[src/eeprom_front_defines.vh]
// shared constants of the two-wire eeprom bus front end
`ifndef EEPROM_FRONT_DEFINES_VH
`define EEPROM_FRONT_DEFINES_VH

// core clock rate in MHz
`define CORE_CLK_MHZ                     100
// self-timed write duration in ms, longest time
`define SELF_TIMED_WRITE_DURATION_MS     5
// write duration in core cycles, an exact product with no rounding
`define SELF_TIMED_WRITE_CYCLES          (`SELF_TIMED_WRITE_DURATION_MS * 1000 * `CORE_CLK_MHZ)
// width of the write timer
`define WRITE_TIMER_W                    20
// bits in one bus word
`define WORD_BITS                        8
// last bit index before the acknowledge slot
`define LAST_BIT_IDX                     4'h7
// bit count once a whole word is in
`define WORD_DONE_CNT                    4'h8
// receive fifo depth and pointer width
`define RX_FIFO_DEPTH                    8
`define RX_FIFO_AW                       3
// byte sent when the user side has nothing ready
`define TX_IDLE_BYTE                     8'hff

`endif

[src/eeprom_front.v]
// two-wire eeprom bus front end with its receive fifo
`timescale 1ns/1ps
`include "eeprom_front_defines.vh"

////////////////////////////////////////////////////////////////////////////////
// fifo with a registered output stage
module word_fifo #(
   parameter WIDTH = `WORD_BITS,
   parameter DEPTH = `RX_FIFO_DEPTH,
   parameter AW    = `RX_FIFO_AW
) (
   input  wire             core_clk,
   input  wire             rst,
   input  wire [WIDTH-1:0] in_data,
   input  wire             in_valid,
   output wire             in_ready,
   output reg  [WIDTH-1:0] out_data_reg,
   output reg              out_valid_reg,
   input  wire             out_ready
);
   reg  [WIDTH-1:0] mem [0:DEPTH-1];
   reg  [AW-1:0]    wr_ptr_reg;
   reg  [AW-1:0]    rd_ptr_reg;
   reg  [AW:0]      count_reg;
   wire             push;
   wire             pop;
   localparam [AW:0] FULL_CNT = DEPTH[AW:0];

   // full is honest: ready drops once every entry holds a word
   assign in_ready = (count_reg != FULL_CNT);
   assign push     = in_valid && in_ready;
   assign pop      = (count_reg != {(AW+1){1'b0}}) && (!out_valid_reg || out_ready);

   // storage, pointers and output stage
   always @(posedge core_clk or posedge rst) begin
      if (rst) begin
         wr_ptr_reg    <= {AW{1'b0}};
         rd_ptr_reg    <= {AW{1'b0}};
         count_reg     <= {(AW+1){1'b0}};
         out_valid_reg <= 1'b0;
         out_data_reg  <= {WIDTH{1'b0}};
      end else begin
         if (push) begin
            mem[wr_ptr_reg] <= in_data;
            wr_ptr_reg      <= wr_ptr_reg + 1'b1;
         end
         if (pop) begin
            out_data_reg  <= mem[rd_ptr_reg];
            out_valid_reg <= 1'b1;
            rd_ptr_reg    <= rd_ptr_reg + 1'b1;
         end else if (out_ready) begin
            out_valid_reg <= 1'b0;
         end
         if (push && !pop) begin
            count_reg <= count_reg + 1'b1;
         end else if (pop && !push) begin
            count_reg <= count_reg - 1'b1;
         end
      end
   end
endmodule

////////////////////////////////////////////////////////////////////////////////
module eeprom_front #(
   parameter WRITE_CYCLES = `SELF_TIMED_WRITE_CYCLES,
   parameter TIMER_W      = `WRITE_TIMER_W
) (
   input  wire                  core_clk,
   input  wire                  rst,
   input  wire                  scl_in,
   input  wire                  sda_in,
   output reg                   sda_out_reg,
   output reg                   sda_oe_reg,
   output wire [`WORD_BITS-1:0] rx_data,
   output wire                  rx_valid,
   input  wire                  rx_ready,
   input  wire [`WORD_BITS-1:0] tx_data,
   input  wire                  tx_valid,
   output reg                   tx_ready_reg,
   output reg                   write_busy_reg,
   output reg                   standby_reg
);
   localparam [2:0] ST_IDLE = 3'h0;
   localparam [2:0] ST_RX   = 3'h1;
   localparam [2:0] ST_ACK  = 3'h2;
   localparam [2:0] ST_TX   = 3'h3;
   localparam [2:0] ST_MACK = 3'h4;
   localparam [2:0] ST_WAIT = 3'h5;
   // load value of the write timer, cut to the timer's width on purpose
   localparam integer       WR_LAST_I = WRITE_CYCLES - 1;
   localparam [TIMER_W-1:0] WR_LAST   = WR_LAST_I[TIMER_W-1:0];

   reg  [1:0]            scl_sync_reg;
   reg  [1:0]            sda_sync_reg;
   reg                   scl_d_reg;
   reg                   sda_d_reg;
   reg  [2:0]            state_reg;
   reg  [3:0]            bit_cnt_reg;
   reg  [`WORD_BITS-1:0] shift_reg;
   reg                   first_word_reg;
   reg                   read_reg;
   reg                   got_data_reg;
   reg                   mack_seen_reg;
   reg  [TIMER_W-1:0]    timer_reg;
   wire                  scl_s;
   wire                  sda_s;
   wire                  start_det;
   wire                  stop_det;
   wire                  scl_rise;
   wire                  scl_fall;
   wire                  word_in;
   wire                  push;
   wire                  fifo_in_ready;
   wire [`WORD_BITS-1:0] tx_byte;

   ////////////////////////////////////////////////////////////////////////////
   // two-flop synchronisers; only stage two feeds the edge logic
   always @(posedge core_clk or posedge rst) begin
      if (rst) begin
         scl_sync_reg <= 2'h3;
         sda_sync_reg <= 2'h3;
         scl_d_reg    <= 1'b1;
         sda_d_reg    <= 1'b1;
      end else begin
         scl_sync_reg <= {scl_sync_reg[0], scl_in};
         sda_sync_reg <= {sda_sync_reg[0], sda_in};
         scl_d_reg    <= scl_s;
         sda_d_reg    <= sda_s;
      end
   end

   assign scl_s = scl_sync_reg[1];
   assign sda_s = sda_sync_reg[1];

   // bus conditions: an sda edge while scl stays high is never data
   assign start_det = scl_s && scl_d_reg && sda_d_reg && !sda_s;
   assign stop_det  = scl_s && scl_d_reg && !sda_d_reg && sda_s;
   assign scl_rise  = scl_s && !scl_d_reg;
   assign scl_fall  = !scl_s && scl_d_reg;

   // a whole word sits in the shifter at the fall after its eighth bit
   assign word_in = scl_fall && (state_reg == ST_RX) && (bit_cnt_reg == `WORD_DONE_CNT);
   // data words go to the fifo; a full fifo refuses the word with no ack
   assign push    = word_in && !first_word_reg && !read_reg && fifo_in_ready;
   // stale bytes are avoided by sending ones when the user has none
   assign tx_byte = tx_valid ? tx_data : `TX_IDLE_BYTE;

   ////////////////////////////////////////////////////////////////////////////
   // bit level engine; relies on the master holding sda while scl high
   always @(posedge core_clk or posedge rst) begin
      if (rst) begin
         state_reg      <= ST_IDLE;
         bit_cnt_reg    <= 4'h0;
         shift_reg      <= 8'h00;
         first_word_reg <= 1'b1;
         read_reg       <= 1'b0;
         got_data_reg   <= 1'b0;
         mack_seen_reg  <= 1'b0;
         sda_oe_reg     <= 1'b0;
         sda_out_reg    <= 1'b0;
         tx_ready_reg   <= 1'b0;
      end else begin
         sda_out_reg  <= 1'b0;
         tx_ready_reg <= 1'b0;
         if (start_det) begin
            // any start, even mid-word, restarts with an address word
            state_reg      <= ST_RX;
            bit_cnt_reg    <= 4'h0;
            first_word_reg <= 1'b1;
            read_reg       <= 1'b0;
            got_data_reg   <= 1'b0;
            sda_oe_reg     <= 1'b0;
         end else if (stop_det) begin
            state_reg  <= ST_IDLE;
            sda_oe_reg <= 1'b0;
         end else begin
            case (state_reg)
               ST_RX: begin
                  if (scl_rise && bit_cnt_reg != `WORD_DONE_CNT) begin
                     shift_reg   <= {shift_reg[`WORD_BITS-2:0], sda_s};
                     bit_cnt_reg <= bit_cnt_reg + 4'h1;
                  end else if (word_in) begin
                     if (first_word_reg) begin
                        read_reg <= shift_reg[0];
                        // polling during a write cycle gets no ack
                        sda_oe_reg <= !write_busy_reg;
                        state_reg  <= write_busy_reg ? ST_WAIT : ST_ACK;
                     end else if (read_reg || !fifo_in_ready) begin
                        state_reg <= ST_WAIT;
                     end else begin
                        got_data_reg <= 1'b1;
                        sda_oe_reg   <= 1'b1;
                        state_reg    <= ST_ACK;
                     end
                  end
               end
               ST_ACK: begin
                  if (scl_fall) begin
                     first_word_reg <= 1'b0;
                     bit_cnt_reg    <= 4'h0;
                     if (read_reg) begin
                        // first bit goes out on the fall that ends the ack
                        shift_reg    <= tx_byte;
                        tx_ready_reg <= tx_valid;
                        sda_oe_reg   <= !tx_byte[`WORD_BITS-1];
                        state_reg    <= ST_TX;
                     end else begin
                        sda_oe_reg <= 1'b0;
                        state_reg  <= ST_RX;
                     end
                  end
               end
               ST_TX: begin
                  if (scl_fall) begin
                     if (bit_cnt_reg == `LAST_BIT_IDX) begin
                        sda_oe_reg <= 1'b0;
                        state_reg  <= ST_MACK;
                     end else begin
                        shift_reg   <= {shift_reg[`WORD_BITS-2:0], 1'b1};
                        sda_oe_reg  <= !shift_reg[`WORD_BITS-2];
                        bit_cnt_reg <= bit_cnt_reg + 4'h1;
                     end
                  end
               end
               ST_MACK: begin
                  if (scl_rise) begin
                     mack_seen_reg <= !sda_s;
                  end else if (scl_fall) begin
                     bit_cnt_reg <= 4'h0;
                     if (mack_seen_reg) begin
                        shift_reg    <= tx_byte;
                        tx_ready_reg <= tx_valid;
                        sda_oe_reg   <= !tx_byte[`WORD_BITS-1];
                        state_reg    <= ST_TX;
                     end else begin
                        // master ended the read; stay off the line until a start or a stop
                        state_reg <= ST_WAIT;
                     end
                  end
               end
               ST_WAIT: begin
                  sda_oe_reg <= 1'b0;
               end
               default: begin
                  sda_oe_reg <= 1'b0;
                  state_reg  <= ST_IDLE;
               end
            endcase
         end
      end
   end

   ////////////////////////////////////////////////////////////////////////////
   // self-timed write cycle and standby; timer covers the worst-case duration
   always @(posedge core_clk or posedge rst) begin
      if (rst) begin
         write_busy_reg <= 1'b0;
         timer_reg      <= {TIMER_W{1'b0}};
         standby_reg    <= 1'b1;
      end else begin
         if (write_busy_reg) begin
            if (timer_reg == {TIMER_W{1'b0}}) begin
               write_busy_reg <= 1'b0;
               standby_reg    <= 1'b1;
            end else begin
               timer_reg <= timer_reg - 1'b1;
            end
         end else if (stop_det && got_data_reg && !read_reg) begin
            write_busy_reg <= 1'b1;
            timer_reg      <= WR_LAST;
            standby_reg    <= 1'b0;
         end else if (stop_det && read_reg) begin
            standby_reg <= 1'b1;
         end else if (start_det) begin
            standby_reg <= 1'b0;
         end
      end
   end

   ////////////////////////////////////////////////////////////////////////////
   // received data words; a full fifo makes the device refuse the word
   word_fifo #(
      .WIDTH (`WORD_BITS),
      .DEPTH (`RX_FIFO_DEPTH),
      .AW    (`RX_FIFO_AW)
   ) rx_fifo (
      .core_clk      (core_clk),
      .rst           (rst),
      .in_data       (shift_reg),
      .in_valid      (push),
      .in_ready      (fifo_in_ready),
      .out_data_reg  (rx_data),
      .out_valid_reg (rx_valid),
      .out_ready     (rx_ready)
   );
endmodule

[config.mk]
export PLATFORM = sky130hd
export DESIGN_NAME = eeprom_front
export DESIGN_NICKNAME = d
export VERILOG_FILES = /design/src/eeprom_front.v
export VERILOG_INCLUDE_DIRS = /design/src /design/src/src
export SDC_FILE = /design/constraint.sdc
export NUM_CORES = 1
export LEC_CHECK = 0
export BUFFER_PORTS_ARGS = -buffer_cell sky130_fd_sc_hd__buf_2
export CORE_MARGIN = 2
export CORE_UTILIZATION = 57
export CTS_CLUSTER_DIAMETER = 150
export DETAILED_ROUTE_END_ITERATION = 6
export PLACE_DENSITY = 0.85
export SLEW_MARGIN = 20
export SYNTH_ARGS = -nofsm -noshare
export SYNTH_HDL_FRONTEND = slang
export SYNTH_SLANG_ARGS = --single-unit
[constraint.sdc]
create_clock -name core_clk -period 6.1 [get_ports core_clk]
set_clock_uncertainty 0.15 [all_clocks]
set_input_delay 1.83 -clock core_clk [delete_from_list [all_inputs] [get_ports core_clk]]
set_output_delay 1.83 -clock core_clk [all_outputs]
set_load 0.01 [all_outputs]
==> results of run 1 <==
layer usage:
layer  vias to the layer above  part of all wire [%]  global-route usage [%]
li1                       1815                     -                       -
met1                      1961                    39                    27.2
met2                       157                    52                    39.8
met3                        25                   5.7                    6.38
met4                         0                   2.7                    10.2
met5                         -                     0                       0
logic make-up after synthesis:
| family | after synthesis | synth area share (%) |
|---|---|---|
| AO/OA/AOI/OAI | 76 | 8.04 |
| XOR/XNOR | 17 | 2.47 |
| adder cells (fa/ha/maj) | 9 | 2.00 |
| buffers and inverters | 40 | 2.81 |
| flip-flops | 132 | 60.3 |
| multiplexers | 43 | 10.7 |
| other | 1 | 0.0623 |
| AND/OR/NAND/NOR | 151 | 13.5 |
how the worst min path moves through the flow:
stage                     from         endpoint  slack (ns)  cells after the start
2_1_floorplan  scl_sync_reg[0]  scl_sync_reg[1]        0.20                      0
3_3_place_gp   scl_sync_reg[0]  scl_sync_reg[1]        0.20                      0
3_5_place_dp   sda_sync_reg[0]  sda_sync_reg[1]        0.20                      0
4_1_cts        sda_sync_reg[0]  sda_sync_reg[1]        0.21                      0
5_1_grt        scl_sync_reg[0]  scl_sync_reg[1]        0.22                      0
6_report       scl_sync_reg[0]  scl_sync_reg[1]        0.21                      0
worst max-delay path, delay by kind of cell (launching register included):
family / cells / cell delay (ns)
DFF: 1 / 0.60
xor gates and xnor gates: 2 / 0.28
adders and majority gates: 2 / 0.60
and+or+nand+nor: 4 / 1.32
AOI/OAI and AO/OA: 2 / 0.34
buffers and inverters: 1 / 0.10
where the power goes:
group / switching (uW) / internal [uW] / total (uW)
Combinational: 278 / 333 / 612
Sequential: 216 / 1090 / 1310
Clock: 385 / 626 / 1010
layout by cell type, fill, tap and decap left out, types with 5 or more instances in the layout:
cell / netlist / final
sky130_fd_sc_hd__mux2i_1: 15 / 15
sky130_fd_sc_hd__xor2_1: 10 / 10
sky130_fd_sc_hd__nand2b_1: 8 / 8
sky130_fd_sc_hd__o211ai_1: 5 / 5
sky130_fd_sc_hd__nor3_1: 9 / 9
sky130_fd_sc_hd__dfrtp_1: 60 / 59
sky130_fd_sc_hd__mux2_2: 12 / 12
sky130_fd_sc_hd__or4_1: 5 / 5
sky130_fd_sc_hd__o21ai_0: 9 / 9
sky130_fd_sc_hd__xnor2_1: 7 / 7
sky130_fd_sc_hd__buf_4: 2 / 5
sky130_fd_sc_hd__and3_1: 5 / 5
sky130_fd_sc_hd__edfxtp_1: 64 / 64
sky130_fd_sc_hd__clkbuf_16: 0 / 16
sky130_fd_sc_hd__ha_1: 8 / 8
sky130_fd_sc_hd__nand2_1: 22 / 22
sky130_fd_sc_hd__o31ai_1: 6 / 6
sky130_fd_sc_hd__a31oi_1: 10 / 10
sky130_fd_sc_hd__buf_2: 1 / 26
sky130_fd_sc_hd__nor2_1: 45 / 45
sky130_fd_sc_hd__a21oi_1: 27 / 27
sky130_fd_sc_hd__inv_1: 21 / 20
sky130_fd_sc_hd__mux4_2: 16 / 16
sky130_fd_sc_hd__nand3_1: 15 / 15
sky130_fd_sc_hd__dfstp_2: 8 / 8
sky130_fd_sc_hd__nand3b_1: 10 / 10
cell type report:
class / count / area share [%]
Inverter: 21 / 1.15
Multi-Input combinational cell: 297 / 32.3
Timing Repair Buffer: 31 / 2.44
Clock buffer: 18 / 6.09
Tap cell: 136 / 2.48
Sequential cell: 132 / 53.0
Clock inverter: 14 / 2.53
metrics by stage:
stage / total power, uW / setup WS, ns / utilization [%] / cell area (um2)
detailed placement: 1920 / 2.15 / 61.0 / 6270
CTS: 2940 / 2.59 / 66.8 / 6860
global route: 3070 / 2.30 / 66.8 / 6860
floorplan: 1750 / 1.64 / - / 6020
finish: 2930 / 2.59 / 66.8 / 6860
global placement: 1870 / 2.20 / 61.0 / 6270
==> results.yml, run 1 <==
synth:
  synthCells: 469
  synth_largest_area_cell: "sky130_fd_sc_hd__edfxtp_1"
  synth_edf_count: 64
  ys_dominant_reg_cell: "sky130_fd_sc_hd__edfxtp_1"
  syn_area_per_cell_um2: 12.8
  synthesis_stage_register_bit_count: 132
  ys_warn_count: 0
  synth_seq_area_share_pct: 60.3
  netlist.area_leader.share_pct: 31.9
  synth_top_cells_by_count: "sky130_fd_sc_hd__edfxtp_1 (64), sky130_fd_sc_hd__dfrtp_1 (60), sky130_fd_sc_hd__nor2_1 (45)"
  syn-cell-area_um2: 6020
  ys_top_cells_by_area: "sky130_fd_sc_hd__edfxtp_1 (32%), sky130_fd_sc_hd__dfrtp_1 (25%), sky130_fd_sc_hd__mux4_2 (6.0%)"
  yosysUniqueCellTypes: 60
  post-synth-top-count-cell: "sky130_fd_sc_hd__edfxtp_1"
  syn-num-nets: 492
  async_reset_ff_share_pct: 51.5
global_route:
  grt_antenna_before_repair: 0
  grt_max_degree: 56
  grt_pass1_vias: 3856
  wire_length_of_the_first_global_routing_pass_um: 19700
  globalRouteOverflowTotal: 0
  grtUsageTotal_pct: 23.1
setup_path:
  worst_r2r_path_depth: 11
  crit_path_max_incr_delay_ns: 0.60
  critPathCaptureType: "flip-flop"
  critical_path_peak_fanout: 15
  cp_startpoint: "state_reg[0]"
  r2r_start: "state_reg[0]"
  path_cells: "or3b_2 -> nor3_1 -> nor3b_2 -> ha_1 -> inv_1 -> ha_1 -> a21o_1 -> a21oi_1 -> xnor2_1 -> nor2_1 -> xor2_1"
  regToRegSetupSlack_ns: 2.59
  cpMostUsedCell: "sky130_fd_sc_hd__ha_1"
  crit_required_ns: 6.36
  cp-start-kind: "flip-flop"
  cp_data_arrival_time_ns: 3.77
  crit-reg2reg-capture: "rx_fifo.count_reg[3]"
  setup.worst_path.end: "rx_fifo.count_reg[3]"
  criticalPathCategory: "reg -> reg"
  cp_slowest_cell: "sky130_fd_sc_hd__dfrtp_1"
detailed_routing:
  viasPerCell: 6.10
  drc: 0
  wl_per_cell_um: 18.6
  via_count: 3958
  drt.antenna.violating_nets: 0
  dr.pass1.iters: 5
  drt_iter0_drc: 368
  finalWirelength_um: 12100
power_and_ir_drop:
  peakVddDrop_uv: 191
  leakagePower_uw: 0.00274
  pwr_density_cell_nw_per_um2: 427
clocking:
  clock_tree.htree_level_count: 4
  clockRootBuffer: "sky130_fd_sc_hd__clkbuf_8"
  ctsHoldBuffers: 0
  cts_tree: "yes"
  worst_skew_pair.late_latency_ns: 0.52
  cts-root-to-sink-buffers: 2
  cts-resized-gates: 0
  cts_buffers: 17
  cts_post_setup_buffers_inserted: 0
  tritoncts_num_sinks: 132
  clk_pin_slew_ns: 0.06
sta:
  finalMaxSlewViolations: 0
  grt_setup_unrepaired: "no"
  fin_crit_sh_pct: 57.6
  fin_setup_tns_ns: 0
  setup-violations-final: 0
  layout_min_cycle_time_ns: 3.51
  tightest_slew_ns: 1.10
  hold_slack_ns: 0.208
  max_freq_mhz: 285
  final-hold-violation-count: 0
  relSlewSlack_pct: 25.9
die:
  floorplan.io_pins: 28
  rows: 37
  die_area_um2: 11400
  floorplan.initialDensity_pct: 58.6
  area_of_the_placeable_core_um2: 10300
  die_w_um: 107
  die_h_um: 107
finish:
  fillers: 699
  ant_diodes: 0
  seqCellArea_um2: 3630
  area_of_combinational_cells_with_multiple_inputs_um2: 2220
  final_nets: 523
  area_growth_pct: 14.0
  largest_reg_flops: 64
  drive_gt1_share_pct: 21.6
  instances_no_fill: 649
run:
  drv.max_cap_violation_count: 0
placed_design:
  io_buffer_count: 26
  place.gp.congestion: 0.885
  post-dp-hpwl_um: 7590
  dp.cells: 617
hold_path:
  min-delay-path-class: "reg -> reg"
status:
  status: "complete, no violations"
Note: power is estimated with default switching activity, not from simulation.
==> run 2, diff against run 1 <==
==> constraint.sdc (replaced) <==
create_clock -name core_clk -period 3.49 [get_ports core_clk]
set_clock_uncertainty 0.15 [all_clocks]
set_input_delay 1.047 -clock core_clk [delete_from_list [all_inputs] [get_ports core_clk]]
set_output_delay 1.047 -clock core_clk [all_outputs]
set_load 0.01 [all_outputs]
==> run 2 against run 1 <==
  * Combinational power rose by 94%
  * Utilization is 1.2 points higher
  * Maximum frequency rose by 8.8%
  * Hold slack worse by 0.0035 ns
  * Largest cell class unchanged
  * Clock power up 78%
  * Via count stayed put
  * Die area is the same
  * Sequential share of layout area shrank 0.92 points
  * Count of clock-buffer cells in the layout fell by 1
  * Setup slack worse by 2.3 ns
==> results.yml, run 2 (synthesis results as in run 1) <==
clocking:
  cts_buffers: 17
  ctsHoldBuffers: 0
  clk_pin_slew_ns: 0.06
  cts_post_setup_buffers_inserted: 0
  cts_tree: "yes"
  tritoncts_num_sinks: 132
  clockRootBuffer: "sky130_fd_sc_hd__clkbuf_8"
  cts-root-to-sink-buffers: 2
  worst_skew_pair.late_latency_ns: 0.52
  clock_tree.htree_level_count: 4
sta:
  grt_setup_unrepaired: "no"
  fin_crit_sh_pct: 92.6
  tightest_slew_ns: 0.810
  finalMaxSlewViolations: 0
  setup-violations-final: 0
  hold_slack_ns: 0.205
  layout_min_cycle_time_ns: 3.23
  relSlewSlack_pct: 45.8
  final-hold-violation-count: 0
  max_freq_mhz: 310
  fin_setup_tns_ns: 0
setup_path:
  r2r_start: "state_reg[1]"
  worst_r2r_path_depth: 11
  crit_required_ns: 3.74
  critical_path_peak_fanout: 12
  criticalPathCategory: "reg -> reg"
  crit-reg2reg-capture: "rx_fifo.count_reg[3]"
  regToRegSetupSlack_ns: 0.26
  cp_data_arrival_time_ns: 3.48
  critPathCaptureType: "flip-flop"
  cp-start-kind: "flip-flop"
detailed_routing:
  dr.pass1.iters: 4
  drt_iter0_drc: 301
  drt.antenna.violating_nets: 0
  wl_per_cell_um: 18.6
  via_count: 3958
  finalWirelength_um: 12300
  drc: 0
  viasPerCell: 5.98
finish:
  layout.cells.most_common_list: "sky130_fd_sc_hd__edfxtp_1 (64), sky130_fd_sc_hd__dfrtp_1 (59), sky130_fd_sc_hd__nor2_1 (45)"
  design_area_um2: 6980
  finish.utilization_pct: 67.9
  ant_diodes: 0
  final_nets: 536
  fillers: 706
  drive_gt1_share_pct: 24.3
  area_growth_pct: 16.0
  largest_reg_flops: 64
  commonest_non_fill_non_tap_cell_in_the_layout: "sky130_fd_sc_hd__edfxtp_1"
die:
  floorplan.io_pins: 28
  die_area_um2: 11400
  floorplan.initialDensity_pct: 58.6
  die_h_um: 107
  area_of_the_placeable_core_um2: 10300
  rows: 37
  die_w_um: 107
global_route:
  grt_pass1_vias: 3899
  grt_max_degree: 52
  grtUsageTotal_pct: 23.3
  globalRouteOverflowTotal: 0
  wire_length_of_the_first_global_routing_pass_um: 20100
  grt_antenna_before_repair: 0
placed_design:
  io_buffer_count: 26
  place.gp.congestion: 0.900
  placement.cell_area_um2: 6370
  post-dp-hpwl_um: 7820
run:
  drv.max_cap_violation_count: 0
status:
  status: "complete, no violations"
power_and_ir_drop:
  switching_power_uw: 1640
  peakVddDrop_uv: 489
  pwr_density_cell_nw_per_um2: 745
  p_sw_share_pct: 31.6
  power.share.sequential_pct: 42.4
  clk_network_pwr_share_pct: 34.6
  cellInternalPower_uw: 3560
  leakagePower_uw: 0.00281
  share_comb_of_total_power_pct: 23.0
  power.total_uw: 5200
hold_path:
  min-delay-path-class: "reg -> reg"
  min_delay_worst_endpoint: "sda_sync_reg[1]"
  holdCritStartpoint: "sda_sync_reg[0]"
  min_delay_path_depth: 0
-- run 2: cell types whose count changed in the layout (fill, tap and decap cells not counted), moves of 2 or more --
cell | before | now
sky130_fd_sc_hd__buf_4 | 5 | 18
sky130_fd_sc_hd__clkinv_1 | 2 | 0
sky130_fd_sc_hd__clkinv_4 | 3 | 1
sky130_fd_sc_hd__inv_6 | 4 | 6
sky130_fd_sc_hd__inv_8 | 0 | 3
-- run 2: power groups by stage --
stage	Combinational, uW	Clock [uW]	Sequential [uW]
2_1_floorplan	952	0	2100
3_3_place_gp	1110	0	2190
3_5_place_dp	1170	0	2220
4_1_cts	1200	1820	2200
5_1_grt	1320	1900	2240
6_report	1190	1800	2210
-- run 2: how the worst max path moves through the flow --
stage | slack, ns | startpoint | endpoint | cells after the start
after floorplan | 0.44 | rx_ready | rx_fifo.count_reg[3] | 12
after detailed placement | 0.31 | state_reg[1] | rx_fifo.count_reg[3] | 11
final | 0.26 | state_reg[1] | rx_fifo.count_reg[3] | 11
after global routing | 0.08 | state_reg[1] | rx_fifo.count_reg[3] | 11
after global placement | 0.45 | state_reg[1] | rx_fifo.count_reg[3] | 11
after CTS | 0.13 | state_reg[1] | rx_fifo.count_reg[3] | 11
-- run 2: what timing repair did --
item,4_1_cts,5_1_grt
hold endpoints to repair,0,0
gates resized for setup,0,3
setup endpoints to repair,0,1
-- run 2: routing by layer --
| metal | vias up | track usage, % | share of wire, % |
|---|---|---|---|
| met1 | 1991 | 30.8 | 42 |
| met4 | 0 | 8.53 | 1.9 |
| met2 | 110 | 37.5 | 51 |
| met3 | 23 | 6.02 | 4.5 |
| met5 | - | 0 | 0 |
| li1 | 1834 | - | - |
-- run 2: layout make-up --
type | count | area (um2) | area share [%]
sequential | 132 | 3630 | 52.1
multi-input combinational | 297 | 2230 | 31.9
clock buffer | 17 | 414 | 5.93
timing repair buffer | 44 | 265 | 3.80
clock inverter | 15 | 186 | 2.67
tap | 136 | 170 | 2.44
inverter | 21 | 82.6 | 1.18
-- run 2: worst max-delay path: stages, from the launching register on --
cell	delay, ns
sky130_fd_sc_hd__dfrtp_2	0.48
sky130_fd_sc_hd__or3b_2	0.54
sky130_fd_sc_hd__nor3_2	0.15
sky130_fd_sc_hd__nor3b_4	0.24
sky130_fd_sc_hd__ha_1	0.24
sky130_fd_sc_hd__inv_1	0.12
sky130_fd_sc_hd__ha_1	0.33
sky130_fd_sc_hd__a21o_1	0.18
sky130_fd_sc_hd__a21oi_1	0.25
sky130_fd_sc_hd__xnor2_1	0.18
sky130_fd_sc_hd__nor2_1	0.09
sky130_fd_sc_hd__xor2_1	0.14
-- run 2: through the flow --
stage	std cells	setup slack (ns)
global route	662	0.0817
CTS	662	0.133
global placement	630	0.447
finish	662	0.260
floorplan	469	0.443
detailed placement	630	0.311
